File: src/hdl/seq_run_pkg.sv
// Purpose: shared constants and types for sequence run control
// Assumes: 32-bit APB register bus, one clock
// Notes: offsets are byte addresses, one aligned word per register
package seq_run_pkg;
	// ==========================================================
	// register map
	localparam logic [7:0] REG_CMD = 8'h00;
	localparam logic [7:0] REG_CFG = 8'h04;
	localparam logic [7:0] REG_STAT = 8'h08;
	localparam logic [7:0] REG_COUNT = 8'h0C;
	// ==========================================================
	// command word fields
	localparam int CMD_OP_LSB = 0;
	localparam int CMD_CTX_BIT = 3;
	localparam int CMD_TGT_LSB = 8;
	localparam logic [2:0] OP_RUN = 3'h1;
	localparam logic [2:0] OP_ABORT = 3'h2;
	localparam logic [2:0] OP_ESC = 3'h3;
	localparam logic [2:0] OP_CALL = 3'h4;
	localparam logic [2:0] OP_SEQUENCE_EDITOR_ENTRY = 3'h5;
	localparam logic [2:0] OP_SEQUENCE_EDITOR_ENTRY_EXIT = 3'h6;
	// ==========================================================
	// config word fields and reset value
	localparam int CFG_IO_BIT = 0;
	localparam int CFG_RIO_BIT = 1;
	localparam int CFG_TGT_LSB = 8;
	localparam logic [31:0] CFG_RST = 32'h0000_0000;
	// ==========================================================
	// status word fields
	localparam int ST_RUN_BIT = 0;
	localparam int ST_SEQUENCE_EDITOR_ENTRY_BIT = 1;
	localparam int ST_ALARM_BIT = 2;
	localparam int ST_CAUSE_LSB = 4;
	localparam int ST_ERR_LSB = 8;
	localparam int ST_TGT_LSB = 16;
	localparam logic [1:0] CAUSE_NONE = 2'h0;
	localparam logic [1:0] CAUSE_DONE = 2'h1;
	localparam logic [1:0] CAUSE_ALARM = 2'h2;
	localparam logic [1:0] CAUSE_ABORT = 2'h3;
	// error flag positions inside the error field
	localparam int ERR_REFUSED = 0;
	localparam int ERR_CTX = 1;
	localparam int ERR_SEQUENCE_EDITOR_ENTRY = 2;
	localparam int ERR_TARGET = 3;
	// input event positions
	localparam int EV_START_IO = 0;
	localparam int EV_START_RIO = 1;
	localparam int EV_ABORT = 2;
	// ==========================================================
	// types
	typedef enum logic [1:0] {ST_IDLE, ST_RUNNING, ST_EDITING} state_t;
	typedef struct packed {
		logic start;
		logic abort;
		logic call;
		logic [7:0] target;
	} seq_ctl_t;
	// address decode used by the bus port for write strobes and slave errors
	function automatic logic reg_hit(input logic [7:0] a);
		return a == REG_CMD || a == REG_CFG || a == REG_STAT ||
			a == REG_COUNT;
	endfunction
endpackage

File: src/hdl/rise_detect.sv
// Purpose: rising edge pulses for synchronous activation inputs
// Assumes: inputs already synchronous to clock
// Notes: one-cycle pulse per low-to-high change
`timescale 1ns/1ps
`default_nettype none
module rise_detect #(
	parameter int W = 3
) (
	// clock and reset
	input wire logic clock,
	input wire logic rst_n,
	// levels in, pulses out
	input wire logic [W-1:0] level,
	output logic [W-1:0] rise
);
	logic [W-1:0] prev_reg;

	// ==========================================================
	// previous level; held low at reset so a high pin starts one
	always_ff @(posedge clock or negedge rst_n) begin
		if (!rst_n) begin
			prev_reg <= '0;
		end else begin
			prev_reg <= level;
		end
	end

	assign rise = level & ~prev_reg;
endmodule
`default_nettype wire

File: src/hdl/apb_port.sv
// Purpose: APB slave handshake for the run control registers
// Assumes: master holds request until pready is sampled high
// Notes: every access takes one wait state
`timescale 1ns/1ps
`default_nettype none
module apb_port
	import seq_run_pkg::*;
(
	// clock and reset
	input wire logic clock,
	input wire logic rst_n,
	// bus request
	input wire logic psel,
	input wire logic penable,
	input wire logic pwrite,
	input wire logic [7:0] paddr,
	// bus answer
	output logic pready,
	output logic pslverr,
	// strobes to the register file
	output logic load_rd,
	output logic wr_stb
);
	logic pend;

	assign pend = psel && penable && !pready;
	// read data is latched at the edge where pready rises
	assign load_rd = pend && !pwrite;
	// write lands only at the completing edge
	assign wr_stb = psel && penable && pready && pwrite &&
		reg_hit(paddr);

	// ==========================================================
	// one wait state gives the read mux a full cycle to settle
	always_ff @(posedge clock or negedge rst_n) begin
		if (!rst_n) begin
			pready <= 1'b0;
			pslverr <= 1'b0;
		end else begin
			pready <= pend;
			pslverr <= pend && !reg_hit(paddr);
		end
	end
endmodule
`default_nettype wire

File: src/hdl/sequence_run_control.sv
// Purpose: start, track and stop stored program sequences
// Assumes: pins synchronous to clock; executor reports completion
// Notes: sequence storage and motion execution live elsewhere
//
// The implementer's own choices: the register offsets and the APB interface to the registers.
`timescale 1ns/1ps
`default_nettype none
module sequence_run_control
	import seq_run_pkg::*;
#(
	parameter int NUM_SEQ = 100
) (
	// clock and reset
	input wire logic clock,
	input wire logic rst_n,
	// apb slave
	input wire logic psel,
	input wire logic penable,
	input wire logic pwrite,
	input wire logic [7:0] paddr,
	input wire logic [31:0] pwdata,
	output logic [31:0] prdata,
	output logic pready,
	output logic pslverr,
	// activation inputs
	input wire logic start_io,
	input wire logic start_rio,
	input wire logic abort_in,
	input wire logic alarm_in,
	// executor side
	input wire logic seq_done,
	output seq_run_pkg::seq_ctl_t seq_ctl,
	// status outputs
	output logic running_status_query,
	output logic sequence_editor_entry
);
	import seq_run_pkg::*;

	// ==========================================================
	// bus port and input edges
	logic load_rd;
	logic wr_stb;
	logic [2:0] ev;

	apb_port u_apb (
		.clock(clock),
		.rst_n(rst_n),
		.psel(psel),
		.penable(penable),
		.pwrite(pwrite),
		.paddr(paddr),
		.pready(pready),
		.pslverr(pslverr),
		.load_rd(load_rd),
		.wr_stb(wr_stb)
	);

	rise_detect #(.W(3)) u_rise (
		.clock(clock),
		.rst_n(rst_n),
		.level({abort_in, start_rio, start_io}),
		.rise(ev)
	);

	// ==========================================================
	// registers
	state_t state_reg;
	logic [31:0] cfg_reg;
	logic [1:0] cause_reg;
	logic [3:0] err_reg;
	logic [15:0] count_reg;
	logic [7:0] cur_tgt_reg;

	// ==========================================================
	// command decode
	logic cmd_wr;
	logic [2:0] op;
	logic in_seq;
	logic [7:0] tgt;
	logic tgt_ok;
	logic idle;
	logic run_now;

	assign cmd_wr = wr_stb && paddr == REG_CMD;
	assign op = pwdata[CMD_OP_LSB +: 3];
	assign in_seq = pwdata[CMD_CTX_BIT];
	assign tgt = pwdata[CMD_TGT_LSB +: 8];
	// command targets past the stored range are never called, and start only when a pin start arrives in the same cycle
	assign tgt_ok = int'(tgt) < NUM_SEQ;
	assign idle = state_reg == ST_IDLE;
	assign run_now = state_reg == ST_RUNNING;

	// ==========================================================
	// start, abort and call conditions
	logic run_req;
	logic run_ctx_bad;
	logic pin_req;
	logic start_req;
	logic abort_cmd;
	logic abort_any;
	logic start_go;
	logic call_req;
	logic call_go;
	logic sequence_editor_entry_req;
	logic sequence_editor_entry_go;
	logic sequence_editor_entry_bad;
	logic sequence_editor_entry_exit;
	logic [7:0] start_tgt;

	// run is an immediate command only
	assign run_req = cmd_wr && op == OP_RUN && !in_seq;
	assign run_ctx_bad = cmd_wr && op == OP_RUN && in_seq;
	assign pin_req = (ev[EV_START_IO] && cfg_reg[CFG_IO_BIT]) ||
		(ev[EV_START_RIO] && cfg_reg[CFG_RIO_BIT]);
	assign start_req = (run_req && tgt_ok) || pin_req;
	assign abort_cmd = cmd_wr && (op == OP_ABORT || op == OP_ESC);
	assign abort_any = alarm_in || ev[EV_ABORT] || abort_cmd;
	// alarm blocks starts; an abort input edge in the same cycle wins too
	assign start_go = start_req && idle && !alarm_in && !ev[EV_ABORT];
	assign start_tgt = run_req ? tgt : cfg_reg[CFG_TGT_LSB +: 8];
	assign call_req = cmd_wr && op == OP_CALL;
	assign call_go = call_req && in_seq && run_now && tgt_ok &&
		!abort_any && !seq_done;
	assign sequence_editor_entry_req = cmd_wr && op == OP_SEQUENCE_EDITOR_ENTRY;
	assign sequence_editor_entry_go = sequence_editor_entry_req && idle && !start_go;
	assign sequence_editor_entry_bad = sequence_editor_entry_req && run_now;
	assign sequence_editor_entry_exit = cmd_wr && op == OP_SEQUENCE_EDITOR_ENTRY_EXIT;

	// ==========================================================
	// run state; commands are still decoded in every state
	always_ff @(posedge clock or negedge rst_n) begin
		if (!rst_n) begin
			state_reg <= ST_IDLE;
		end else begin
			case (state_reg)
				ST_IDLE: begin
					if (start_go) begin
						state_reg <= ST_RUNNING;
					end else if (sequence_editor_entry_go) begin
						state_reg <= ST_EDITING;
					end
				end
				ST_RUNNING: begin
					if (abort_any || seq_done) begin
						state_reg <= ST_IDLE;
					end
				end
				ST_EDITING: begin
					if (sequence_editor_entry_exit) begin
						state_reg <= ST_IDLE;
					end
				end
				default: state_reg <= ST_IDLE;
			endcase
		end
	end

	// ==========================================================
	// executor pulses; abort pulses only if something was running
	always_ff @(posedge clock or negedge rst_n) begin
		if (!rst_n) begin
			seq_ctl <= '0;
		end else begin
			seq_ctl.start <= start_go;
			seq_ctl.abort <= run_now && abort_any;
			seq_ctl.call <= call_go;
			if (start_go || call_go) begin
				seq_ctl.target <= start_go ? start_tgt : tgt;
			end
		end
	end

	// ==========================================================
	// status outputs, registered so they follow the state
	always_ff @(posedge clock or negedge rst_n) begin
		if (!rst_n) begin
			running_status_query <= 1'b0;
			sequence_editor_entry <= 1'b0;
		end else begin
			running_status_query <= start_go ||
				(run_now && !abort_any && !seq_done);
			sequence_editor_entry <= sequence_editor_entry_go ||
				(state_reg == ST_EDITING && !sequence_editor_entry_exit);
		end
	end

	// ==========================================================
	// end cause and current target for status reads
	always_ff @(posedge clock or negedge rst_n) begin
		if (!rst_n) begin
			cause_reg <= CAUSE_NONE;
			cur_tgt_reg <= 8'h00;
		end else if (start_go) begin
			cause_reg <= CAUSE_NONE;
			cur_tgt_reg <= start_tgt;
		end else if (run_now) begin
			if (alarm_in) begin
				cause_reg <= CAUSE_ALARM;
			end else if (ev[EV_ABORT] || abort_cmd) begin
				cause_reg <= CAUSE_ABORT;
			end else if (seq_done) begin
				cause_reg <= CAUSE_DONE;
			end
		end
	end

	// ==========================================================
	// sticky errors: write one to clear, a new event wins
	logic [3:0] err_set;
	logic [3:0] err_clr;

	assign err_set[ERR_REFUSED] = start_req && !start_go;
	assign err_set[ERR_CTX] = run_ctx_bad ||
		(call_req && !in_seq);
	assign err_set[ERR_SEQUENCE_EDITOR_ENTRY] = sequence_editor_entry_bad;
	assign err_set[ERR_TARGET] = (run_req || call_req) && !tgt_ok;
	assign err_clr = (wr_stb && paddr == REG_STAT) ?
		pwdata[ST_ERR_LSB +: 4] : 4'h0;

	always_ff @(posedge clock or negedge rst_n) begin
		if (!rst_n) begin
			err_reg <= 4'h0;
		end else begin
			err_reg <= (err_reg & ~err_clr) | err_set;
		end
	end

	// ==========================================================
	// config register and start counter
	always_ff @(posedge clock or negedge rst_n) begin
		if (!rst_n) begin
			cfg_reg <= CFG_RST;
		end else if (wr_stb && paddr == REG_CFG) begin
			cfg_reg <= pwdata;
		end
	end

	// wraps silently; software reads differences
	always_ff @(posedge clock or negedge rst_n) begin
		if (!rst_n) begin
			count_reg <= 16'h0000;
		end else if (start_go) begin
			count_reg <= count_reg + 16'h0001;
		end
	end

	// ==========================================================
	// read mux, latched as pready rises
	logic [31:0] stat_word;

	always_comb begin
		stat_word = 32'h0000_0000;
		stat_word[ST_RUN_BIT] = running_status_query;
		stat_word[ST_SEQUENCE_EDITOR_ENTRY_BIT] = sequence_editor_entry;
		stat_word[ST_ALARM_BIT] = alarm_in;
		stat_word[ST_CAUSE_LSB +: 2] = cause_reg;
		stat_word[ST_ERR_LSB +: 4] = err_reg;
		stat_word[ST_TGT_LSB +: 8] = cur_tgt_reg;
	end

	always_ff @(posedge clock or negedge rst_n) begin
		if (!rst_n) begin
			prdata <= 32'h0000_0000;
		end else if (load_rd) begin
			case (paddr)
				REG_CFG: prdata <= cfg_reg;
				REG_STAT: prdata <= stat_word;
				REG_COUNT: prdata <= {16'h0000, count_reg};
				default: prdata <= 32'h0000_0000;
			endcase
		end
	end
endmodule
`default_nettype wire

File: config.mk
export PLATFORM = sky130hd
export DESIGN_NAME = sequence_run_control
export DESIGN_NICKNAME = d
export VERILOG_FILES = /design/src/hdl/seq_run_pkg.sv /design/src/hdl/rise_detect.sv /design/src/hdl/apb_port.sv /design/src/hdl/sequence_run_control.sv
export SDC_FILE = /design/constraint.sdc
export NUM_CORES = 1
export LEC_CHECK = 0
export ABC_AREA = 0
export BUFFER_PORTS_ARGS = -buffer_cell sky130_fd_sc_hd__buf_2
export CAP_MARGIN = 40
export CORE_MARGIN = 2
export CORE_UTILIZATION = 48
export DETAILED_ROUTE_END_ITERATION = 8
export PLACE_DENSITY = 0.71
export SLEW_MARGIN = 20
export SYNTH_ARGS = -nofsm -noshare
export SYNTH_HDL_FRONTEND = slang
export SYNTH_SLANG_ARGS = --single-unit
File: constraint.sdc
create_clock -name clock -period 5.2 [get_ports clock]
set_input_delay 0.52 -clock clock [delete_from_list [all_inputs] [get_ports clock]]
set_output_delay 0.52 -clock clock [all_outputs]
set_load 0.05 [all_outputs]
* Word level (Yosys, flattened, before mapping)
Index checks and enable logic that the tools add are counted.
Cells by class: $add $sub $neg 1, order comparisons 1, equality and inequality tests 14, muxes and demuxes 14, bitwise operators 5, reduce and logical (&&, ||, !) cells 70
Operators by type and width (count):
- 32-bit case mux with 3 select lines | 1
- 1-bit logical AND | 38
- 2-bit 2-to-1 mux | 9
- 16-bit by 1-bit adder with 16-bit output (second input constant) | 1
- 8-bit by 4-bit == test with 1-bit output (second input constant) | 2
- 8-bit 2-to-1 mux | 2
- 1-bit logical OR | 15
- 1-bit zero test | 11
- 3-bit == test (second input constant) | 3
- 8-bit by 3-bit == test with 1-bit output (second input constant) | 1
- 8-bit zero test | 1
- 8-bit by 7-bit less-than comparator with 1-bit output (second input constant) | 1
- 3-bit by 2-bit == test with 1-bit output (second input constant) | 2
- 2-bit case mux with 3 select lines | 1
- 4-bit AND | 1
- 4-bit 2-to-1 mux | 1
- 4-bit inverter | 1
- 4-bit OR | 1
- 4-bit nonzero test | 1
- 3-bit AND | 1
- 3-bit by 1-bit == test with 1-bit output (second input constant) | 1
- 3-bit by 1-bit != test with 1-bit output (second input constant) | 1
- 3-bit inverter | 1
- 3-bit AND reduction | 1
- other kinds (7) | 7
Word-level totals: flip-flop bits (word level) 114, input port bits 50, output and inout port bits 47, logic and storage cells 121

* Logic depth before layout (Yosys ltp)
Gate-level depths: netlist (run 1).
depth in word-level cells 18, mapped depth 7, mapped depth without buffers 6

* Modules after synthesis
From an unflattened synthesis (run 1), not the netlist that was laid out.
Unflattened totals: cells, all modules 442, area, all modules 5109.9 um^2
Modules (own cells, without submodules):
- sequence_run_control | times used 1, cells each 426, area an instance 4892.2 um^2, seq. area each 2727.6 um^2
- rise_detect | times used 1, cells each 6, area an instance 116.4 um^2, seq. area each 75.1 um^2
- apb_port | times used 1, cells each 10, area an instance 101.3 um^2, seq. area each 50.0 um^2

* Least setup slack after synthesis (run 1)
OpenSTA, ideal clock, no wires.
path type flip-flop to flip-flop, start register u_apb.pready, end register count_reg[1], library setup time 0.125 ns, arrival 2.061 ns, required time 5.075 ns, slack 3.014 ns, cell stages (with the launch flop) 7, buffers on the path 0, period minus slack after synthesis 2.186 ns, cells stage by stage dfrtp_1 -> and4_1 -> nand4_4 -> o31ai_4 -> nand2_2 -> inv_2 -> mux2_2
Between the ends: word-level cells in the longest chain between the ends 11
RTL lines:
- from (decl) | line apb_port.sv:18 | output logic pready,
- from (signal assigned) | line apb_port.sv:40 | pready <= pend;
- 1-bit logical AND (3 in series) | line apb_port.sv:30 | assign wr_stb = psel && penable && pready && pwrite &&
- 1-bit logical AND | line sequence_run_control.sv:84 | assign cmd_wr = wr_stb && paddr == REG_CMD;
- 1-bit logical AND (2 in series) | line sequence_run_control.sv:111 | assign run_req = cmd_wr && op == OP_RUN && !in_seq;
- 1-bit logical AND | line sequence_run_control.sv:115 | assign start_req = (run_req && tgt_ok) || pin_req;
- 1-bit logical OR | line sequence_run_control.sv:115
- 1-bit logical AND (3 in series) | line sequence_run_control.sv:119 | assign start_go = start_req && idle && !alarm_in && !ev[EV_ABORT];
- to (signal assigned) | line sequence_run_control.sv:243 | count_reg <= count_reg + 16'h0001;
- to (decl) | line sequence_run_control.sv:71 | logic [15:0] count_reg;
No other way between the ends. A chain may end at the register's enable or synchronous reset.

* Final worst setup path (run 1)
start register u_apb.pready, end register cfg_reg[28]
Between the ends: word-level cells in the longest chain between the ends 4
RTL lines:
- 1-bit logical AND (3 in series) | line apb_port.sv:30
- 1-bit logical AND | line sequence_run_control.sv:233 | end else if (wr_stb && paddr == REG_CFG) begin
- to (signal assigned) | line sequence_run_control.sv:234 | cfg_reg <= pwdata;
- to (decl) | line sequence_run_control.sv:68 | logic [31:0] cfg_reg;
No other way between the ends.

==> results.json, run 1 <==
{
  "relSlewSlack": 0.4505,
  "setup_slack_ps": 2830,
  "worstPathRequired_ps": 5590,
  "setup_viol": 0,
  "period_share": 0.4558,
  "status": "finished, final reports clean",
  "initial_core_util": 0.4939,
  "tns_ps": 0,
  "wl_per_cell_um": 18.37,
  "die_y_um": 107.1,
  "htree_levels": 4,
  "hold_viol": 0,
  "grt_overflow": 0,
  "crit_slowest_cell": "nor2_2",
  "place_hpwl_um": 8754,
  "yosys.cell_count.top_type": "dfrtp_1",
  "cts_buffer_depth": 2,
  "grt_use_total": 0.2376,
  "firstDrtPassIters": 5,
  "cts_buffers": 17,
  "yosysTopAreaCell": "dfrtp_1",
  "cellPowerDensity_nw_per_um2": 359.3,
  "endpoint_kind": "flop",
  "antenna_found_initial": 0,
  "ys_warn_count": 0,
  "critPathArrivalTime_ps": 2760,
  "final_nets": 586,
  "filler_cell_count": 831,
  "path_max_fanout": 24,
  "fin_crit_ps": 2370,
  "areaGrowthSynthToFinish_pct": 25.37,
  "path_cells": "and4_1, nand3_1, nor2_2, buf_4, mux2_2",
  "fin_skew_ps": 5.636,
  "synthTopCellsByArea": "dfrtp_1 (56%), mux2_2 (7.3%), mux2i_1 (3.5%)",
  "cts_sinks": 114,
  "grt_start_max_net_pins": 63,
  "yosys.area.top_type_share": 0.5595,
  "cts_tree": "built",
  "ios": 97,
  "dieArea_sq_um": 11460,
  "drv_cap": 0,
  "syn_avg_cell_area_sq_um": 11.72,
  "post_cts_buffers": 0,
  "leakagePower_uw": 0.003167,
  "num_rows": 37,
  "tightestPinTransition_ps": 816.7,
  "via_per_inst": 5.762,
  "synth_common_cells": "dfrtp_1 (114), mux2_2 (33), o21ai_0 (32), nand2_1 (31), mux2i_1 (18)",
  "synthFlopType": "dfrtp_1",
  "netlist_instances": 435,
  "max-vdd-ir-drop_uv": 230.9,
  "final_max_slew_viol_count": 0,
  "yosys_register_bits": 114,
  "core_sq_um": 10320,
  "critical_path_class": "reg -> reg",
  "place_congestion": 0.8225,
  "postCtsHoldBufs": 0,
  "hold_class": "in -> async",
  "cp-start-kind": "flop",
  "cts_root_buffer": "clkbuf_8",
  "drc_errors": 0,
  "n_antenna_cell": 0,
  "seq_area_frac_synth": 0.5595,
  "grt_pass1_wl_um": 20710,
  "ant_nets": 0,
  "syn_nets": 486,
  "clock.fmax_mhz": 421.9,
  "clock_latency_ps": 510,
  "post-route-util": 0.6192,
  "dr.first_iter.drc_count": 289,
  "rsz0062_at_grt": "false",
  "synth_edf_count": 0,
  "max_stage_delay_ps": 550,
  "vias": 3941,
  "layout-drive-gt1-share": 0.3339,
  "synthDistinctLibCells": 55,
  "clkTransAtPathRegs_ps": 50,
  "place_ws_ps": 2412,
  "grt_pass1_vias": 3907,
  "port_buffers": 96,
  "cts_resized": 0,
  "fp.dieW_um": 107.1,
  "finalWirelength_um": 12560,
  "async_reset_ff_frac": 1.000,
  "syn_area_sq_um": 5099
}
==> through the flow <==
step / area, sq um / std cells / power (uW) / hold slack, ps
6_report: 6392 / 684 / 2297 / 36.09
4_1_cts: 6357 / 682 / 2312 / 51.11
5_1_grt: 6392 / 684 / 2368 / 70.13
3_3_place_gp: 5677 / 649 / 1010 / 459.3
2_1_floorplan: 5099 / 435 / 954.0 / 224.4
3_5_place_dp: 5692 / 650 / 1013 / 469.3
==> layout make-up <==
| type | instances | area (sq um) | share of cell area |
|---|---|---|---|
| Timing Repair Buffer | 102 | 555.5 | 0.08691 |
| Clock buffer | 22 | 462.9 | 0.07242 |
| Inverter | 13 | 48.80 | 0.007634 |
| Clock inverter | 10 | 202.7 | 0.03171 |
| Sequential cell | 114 | 2853 | 0.4463 |
| Tap cell | 136 | 170.2 | 0.02662 |
| Multi-Input combinational cell | 287 | 2100 | 0.3284 |
==> routing by layer <==
metal / vias to the layer above / part of all wire / track usage
li1: 1795 / - / -
met3: 13 / 0.059 / 0.05410
met2: 139 / 0.48 / 0.3621
met4: 0 / 0.0084 / 0.07514
met1: 1994 / 0.46 / 0.3384
met5: - / 0 / 0
==> worst max-delay path, delay by kind of cell, from the launching register on <==
family,cells,cell delay [ps]
simple gates,3,1000
mux,1,390
flops,1,410
buf+inv,1,440
==> final timing paths <==
path / startpoint / endpoint / slack [ps] / cells past startpoint
max in group asynchronous: rst_n / count_reg[3]$_DFFE_PN0P_ / 4100 / 3
min reg2reg: prdata[21]$_DFFE_PN0P_ / prdata[21]$_DFFE_PN0P_ / 480 / 2
min: rst_n / prdata[29]$_DFFE_PN0P_ / 40 / 1
max: u_apb.pready$_DFF_PN0_ / cfg_reg[28]$_DFFE_PN0P_ / 2830 / 5
max reg2reg: u_apb.pready$_DFF_PN0_ / cfg_reg[28]$_DFFE_PN0P_ / 2830 / 5
min in group clock: abort_in / u_rise.prev_reg[2]$_DFF_PN0_ / 120 / 1
==> cell usage in the layout, fill, tap and decap left out, types with 4 or more instances in the layout <==
| cell | n |
|---|---|
| nand2b_1 | 4 |
| bufinv_16 | 6 |
| nand4_1 | 7 |
| o221a_1 | 6 |
| dfrtp_1 | 114 |
| nor2b_1 | 6 |
| and2_1 | 4 |
| buf_2 | 95 |
| a31oi_1 | 7 |
| nand3_1 | 9 |
| xnor2_1 | 8 |
| and4_1 | 4 |
| o21ai_0 | 32 |
| clkbuf_8 | 4 |
| a211oi_1 | 8 |
| mux2_2 | 33 |
| a22oi_1 | 8 |
| clkbuf_16 | 16 |
| inv_1 | 12 |
| o21a_1 | 7 |
| nand2_1 | 31 |
| mux2i_1 | 18 |
| xor2_1 | 7 |
| nor2_1 | 15 |
| buf_4 | 4 |
| a22o_1 | 8 |
| nor3_1 | 9 |
| o21ai_1 | 7 |
| a21oi_1 | 10 |
==> where the power goes <==
| part | total (uW) | switching (uW) | internal (uW) |
|---|---|---|---|
| combinational | 101 | 69.0 | 31.9 |
| clock | 1300 | 387 | 910 |
| sequential | 899 | 4.20 | 895 |
==> logic make-up after synthesis <==
family / count (synthesis) / share of synthesized area
xor+xnor: 15 / 0.02577
simple gates: 115 / 0.1340
flops: 114 / 0.5595
buf+inv: 34 / 0.02969
compound gates: 105 / 0.1404
fa+ha+maj: 1 / 0.002454
mux: 51 / 0.1082
(Power assumes the default switching activity.)
==> inputs of run 2 (changes only) <==
clock period = 2.2 ns   (was 5.2 ns; I/O delays follow)
==> run 2 against run 1 <==
Net effect: global-route usage grew 0.75 points; worst setup slack lost 2800 ps; combinational power grew to 2.9 times the previous value; via count grew 4.0%; critical path depth grew 3; first-iteration DRC count shrank 17%; clock skew grew 2.5 ps; sequential share of layout area shrank 2.4 points; clock power grew 110%; flip-flop and latch count is the same; die area is the same.
==> results.json, run 2 (same netlist as run 1, synthesis figures left out) <==
{
  "status": "finished, final reports clean",
  "grt_overflow": 0,
  "final_common_cell": "dfrtp_1",
  "port_buffers": 96,
  "die_y_um": 107.1,
  "busiest_layer": "met2",
  "wl_per_cell_um": 18.13,
  "fin_skew_ps": 8.183,
  "final_nets": 633,
  "cts_buffers": 17,
  "tightestPinTransition_ps": 700.6,
  "grt_use_total": 0.2451,
  "sw_frac_of_total": 0.2184,
  "cellPowerDensity_nw_per_um2": 755.2,
  "fp.dieW_um": 107.1,
  "setup_viol": 0,
  "relSlewSlack": 0.5312,
  "htree_levels": 4,
  "num_rows": 37,
  "cts_tree": "built",
  "hold_class": "in -> reg",
  "leakagePower_uw": 0.003330,
  "p_int_uw": 3989,
  "switchingPower_uw": 1114,
  "dr.first_iter.drc_count": 239,
  "core_sq_um": 10320,
  "fin_crit_ps": 2125,
  "power.share.clock": 0.527,
  "worstPathRequired_ps": 2630,
  "max-vdd-ir-drop_uv": 507.3,
  "clock_latency_ps": 510,
  "tns_ps": 0,
  "final_max_slew_viol_count": 0,
  "cts_buffer_depth": 2,
  "vias": 4097,
  "fin_area_sq_um": 6758,
  "grt_start_max_net_pins": 52,
  "n_antenna_cell": 0,
  "endpoint_kind": "flop",
  "finalWirelength_um": 13200,
  "rsz0062_at_grt": "false",
  "critical_path_class": "in -> reg",
  "holdWs_ps": 29.67,
  "drc_errors": 0,
  "drv_cap": 0,
  "pwr-share-comb": 0.057,
  "initial_core_util": 0.4939,
  "period_share": 0.9658,
  "firstDrtPassIters": 5,
  "cp-start-kind": "primary input",
  "final_cell_mix": "dfrtp_1 (114), buf_2 (95), dlygate4sd3_1 (34)",
  "grt_pass1_vias": 4154,
  "grt_pass1_wl_um": 21390,
  "place_congestion": 0.9016,
  "hold_viol": 0,
  "cts_sinks": 114,
  "cts_root_buffer": "clkbuf_8",
  "dieArea_sq_um": 11460,
  "layout-drive-gt1-share": 0.3294,
  "grt.met1_usage": 0.3299,
  "placed_area_sq_um": 5832,
  "path_max_fanout": 9,
  "p_seq_frac": 0.416,
  "place_hpwl_um": 8988,
  "areaGrowthSynthToFinish_pct": 32.54,
  "via_per_inst": 5.628,
  "clkTransAtPathRegs_ps": 50,
  "antenna_found_initial": 0,
  "use_met3": 0.05897,
  "critPathArrivalTime_ps": 2550,
  "ant_nets": 0,
  "clock.fmax_mhz": 470.6,
  "gr-usage-met2": 0.3938,
  "ios": 97
}
==> run 2: cell count changes in the layout (fill, tap and decap cells not counted) <==
cell / change
nor2b_1: +1
clkinvlp_4: +2
clkbuf_8: -1
buf_12: +2
buf_4: +13
nor2b_2: -1
o311ai_1: -1
clkbuf_1: -2
bufinv_16: -3
dlygate4sd3_1: +34
o311ai_2: +1
clkinv_4: +1
buf_8: -2
==> run 2: routing by layer <==
layer  share of wire  vias up
li1                -     1898
met1            0.45     2022
met2            0.48      156
met3           0.058       21
met4           0.015        0
met5               0        -
==> run 2: final cells by class <==
class	count	area, sq um
Fill cell	796	3566
Clock inverter	10	136.4
Multi-Input combinational cell	287	2105
Tap cell	136	170.2
Clock buffer	19	441.7
Timing Repair Buffer	149	1003
Sequential cell	114	2853
Inverter	13	48.80
==> run 2: worst paths after layout <==
check                                          startpoint                         to  slack, ps  cells after the start
worst max-delay path                           pwdata[12]  count_reg[14]$_DFFE_PN0P_         80                      8
worst min-delay path                           pwdata[14]    cfg_reg[14]$_DFFE_PN0P_         30                      2
worst max register to register   state_reg[1]$_DFFE_PN0P_     seq_ctl[1]$_DFFE_PN0P_        220                      5
worst min register to register  count_reg[15]$_DFFE_PN0P_  count_reg[15]$_DFFE_PN0P_        470                      1
max in group asynchronous                           rst_n      prdata[1]$_DFFE_PN0P_       1210                      3
min in group asynchronous                           rst_n    cfg_reg[20]$_DFFE_PN0P_        230                      2
==> run 2: timing repair <==
item | in CTS | in global routing
hold endpoints to repair | 70 | 0
buffers inserted | 0 | 0
hold buffers | 34 | 0
resized for setup | 0 | 1
endpoints found under the setup margin | 0 | 5
==> run 2: power by group through the flow <==
stage	clock network, uW	logic (uW)	registers (uW)
final	2690	291	2120
after global routing	2830	315	2120
after CTS	2720	289	2120
after detailed placement	0	242	2160
after global placement	0	237	2160
after floorplan	0	78.8	2180
==> run 2: through the flow <==
step                cells  setup WS, ps  power, uW    util
floorplan             435         14.10       2255       -
global route          728         56.48       5265  0.6546
global placement      665         141.6       2396  0.5649
finish                728         75.21       5103  0.6546
detailed placement    665         99.83       2401  0.5649
CTS                   728         51.36       5131  0.6539
==> run 2: worst max-delay path, stage by stage <==
cell and delay [ps]:
dlygate4sd3_1 560, buf_2 160, o311ai_2 360, nand2b_1 230, o31a_1 360, buf_4 190
nor3_1 270, xor2_1 200
==> inputs of run 3 (changes only) <==
SETUP_SLACK_MARGIN = 0.2   (was default)
==> run 3 against run 2 <==
Net effect: cell count rose by 1.2%; global-route usage rose by 0.29 points; critical path depth fell by 2; total power rose by 5.6%; sequential power barely moved; routed wire length rose by 1.3%; sequential share of layout area fell by 0.76 points; via count rose by 0.27%; flip-flop and latch count did not move; clock power rose by 10%; clock-buffer cell count rose by 2; cell area rose by 1.9%; critical endpoint is now count_reg[12]$_DFFE_PN0P_; largest cell class unchanged; largest power group unchanged.
==> results.json, run 3 (same netlist as run 1, synthesis figures left out) <==
{
  "grt_start_max_net_pins": 63,
  "num_rows": 37,
  "fin_cells": 737,
  "critical_path_class": "reg -> reg",
  "cp-start-kind": "flop",
  "cts_sinks": 114,
  "rsz0062_at_grt": "false",
  "max-vdd-ir-drop_uv": 408.1,
  "initial_core_util": 0.4939,
  "path_max_fanout": 9,
  "clkTransAtPathRegs_ps": 60,
  "firstDrtPassIters": 5,
  "area.sequential_sq_um": 2854,
  "endpoint": "count_reg[12]$_DFFE_PN0P_",
  "drc_errors": 0,
  "dr.first_iter.drc_count": 303,
  "wl_per_cell_um": 18.15,
  "via_per_inst": 5.574,
  "final_max_slew_viol_count": 0,
  "n_antenna_cell": 0,
  "endpoint_kind": "flop",
  "cts_buffer_depth": 2,
  "leakagePower_uw": 0.003395,
  "place_congestion": 0.8836,
  "fp.dieW_um": 107.1,
  "path_cells": "and4_1, nand4_4, o31a_1, buf_4, nor4_4, xor2_1",
  "antenna_found_initial": 0,
  "vias": 4108,
  "tightestPinTransition_ps": 777.0,
  "dpl.cell_count": 666,
  "rrSetupSlack_ps": 230,
  "htree_levels": 4,
  "cts_buffers": 17,
  "grt_overflow": 0,
  "drv_cap": 0,
  "relSlewSlack": 0.4801,
  "grt_pass1_wl_um": 21590,
  "critPathArrivalTime_ps": 2410,
  "cts_tree": "built",
  "final_nets": 639,
  "status": "finished, final reports clean",
  "worstPathRequired_ps": 2640,
  "fin_crit_ps": 1971,
  "r2r_cells": 6,
  "r2r_start": "u_apb.pready$_DFF_PN0_",
  "layout-drive-gt1-share": 0.3311,
  "core_sq_um": 10320,
  "place_hpwl_um": 9049,
  "final_common_cell": "dfrtp_1",
  "multi_input_area_sq_um": 2110,
  "fin_skew_ps": 10.06,
  "die_y_um": 107.1,
  "crit_slowest_cell": "dfrtp_2",
  "cts_root_buffer": "clkbuf_8",
  "final_cell_mix": "dfrtp_1 (113), buf_2 (95), dlygate4sd3_1 (39)",
  "filler_cell_count": 787,
  "ios": 97,
  "hold_class": "in -> reg",
  "areaGrowthSynthToFinish_pct": 35.04,
  "hold_viol": 0,
  "tns_ps": 0,
  "cellPowerDensity_nw_per_um2": 782.3,
  "setup_viol": 0,
  "period_share": 0.8958,
  "ant_nets": 0,
  "dieArea_sq_um": 11460,
  "grt_use_total": 0.2480,
  "clock.fmax_mhz": 507.4,
  "startpoint": "u_apb.pready$_DFF_PN0_",
  "rr_endpoint": "count_reg[12]$_DFFE_PN0P_",
  "grt_pass1_vias": 4216,
  "clock_latency_ps": 530,
  "max_stage_delay_ps": 400,
  "finalWirelength_um": 13380,
  "port_buffers": 96
}
[run 3: changes by cell type in the layout (fill, tap and decap cells not counted), sizes merged]
cell and delta:
bufinv +2, buf +1, clkinvlp -2, clkinv +1, dlygate4sd3 +5, clkbuf +2
[run 3: timing repair]
action / 4_1_cts / 5_1_grt
hold buffers: 39 / 0
hold endpoints to repair: 119 / 0
buffers inserted: 0 / 0
resized for setup: 0 / 2
setup endpoints to repair: 0 / 15
[run 3: area by class of cell]
type	instances	area share
clock inverter	11	0.02653
tap	136	0.02471
timing repair buffer	155	0.1541
multi-input combinational	287	0.3064
inverter	13	0.007087
clock buffer	21	0.06669
sequential	114	0.4145
[run 3: worst min path at each step]
| stage | from | end | cells after the start |
|---|---|---|---|
| floorplan | rst_n | cause_reg[0]$_DFFE_PN0P_ | 0 |
| detailed placement | rst_n | cfg_reg[19]$_DFFE_PN0P_ | 1 |
| global placement | rst_n | cfg_reg[19]$_DFFE_PN0P_ | 1 |
| finish | pwdata[11] | seq_ctl[3]$_DFFE_PN0P_ | 2 |
| global route | pwdata[11] | seq_ctl[3]$_DFFE_PN0P_ | 2 |
| CTS | alarm_in | cause_reg[0]$_DFFE_PN0P_ | 2 |
[run 3: worst max-delay path, delay by kind of cell (launching register included)]
family / cells / cell delay [ps]
AND/OR/NAND/NOR: 3 / 760
flip-flops: 1 / 400
AO/OA/AOI/OAI: 1 / 320
XOR/XNOR: 1 / 200
buffers and inverters: 1 / 190
[run 3: stage by stage]
step                      hold WS [ps]    util  power, uW  setup WS [ps]  instance area (sq um)
after floorplan                 -75.59       -       2255          179.5                   5100
after global placement           135.6  0.5658       2395          138.0                   5841
after detailed placement         138.1  0.5658       2402          113.4                   5841
after CTS                       0.7883  0.6657       5421          238.5                   6873
after global routing             19.47  0.6669       5533          160.2                   6885
final                            18.32  0.6669       5387          229.3                   6885
[run 3: routing by layer]
metal	up-vias	global-route usage	routed length [um]
li1	1904	-	-
met1	2018	0.3304	5951
met2	158	0.3897	6422
met3	28	0.07112	697
met4	0	0.08534	309
met5	-	0	0
[run 3: report_power, final]
group	leakage [uW]	internal (uW)	total, uW	switching [uW]
Sequential	0.00157	2110	2120	9.80
Combinational	0.00151	123	298	175
Clock	0.000317	2030	2960	933
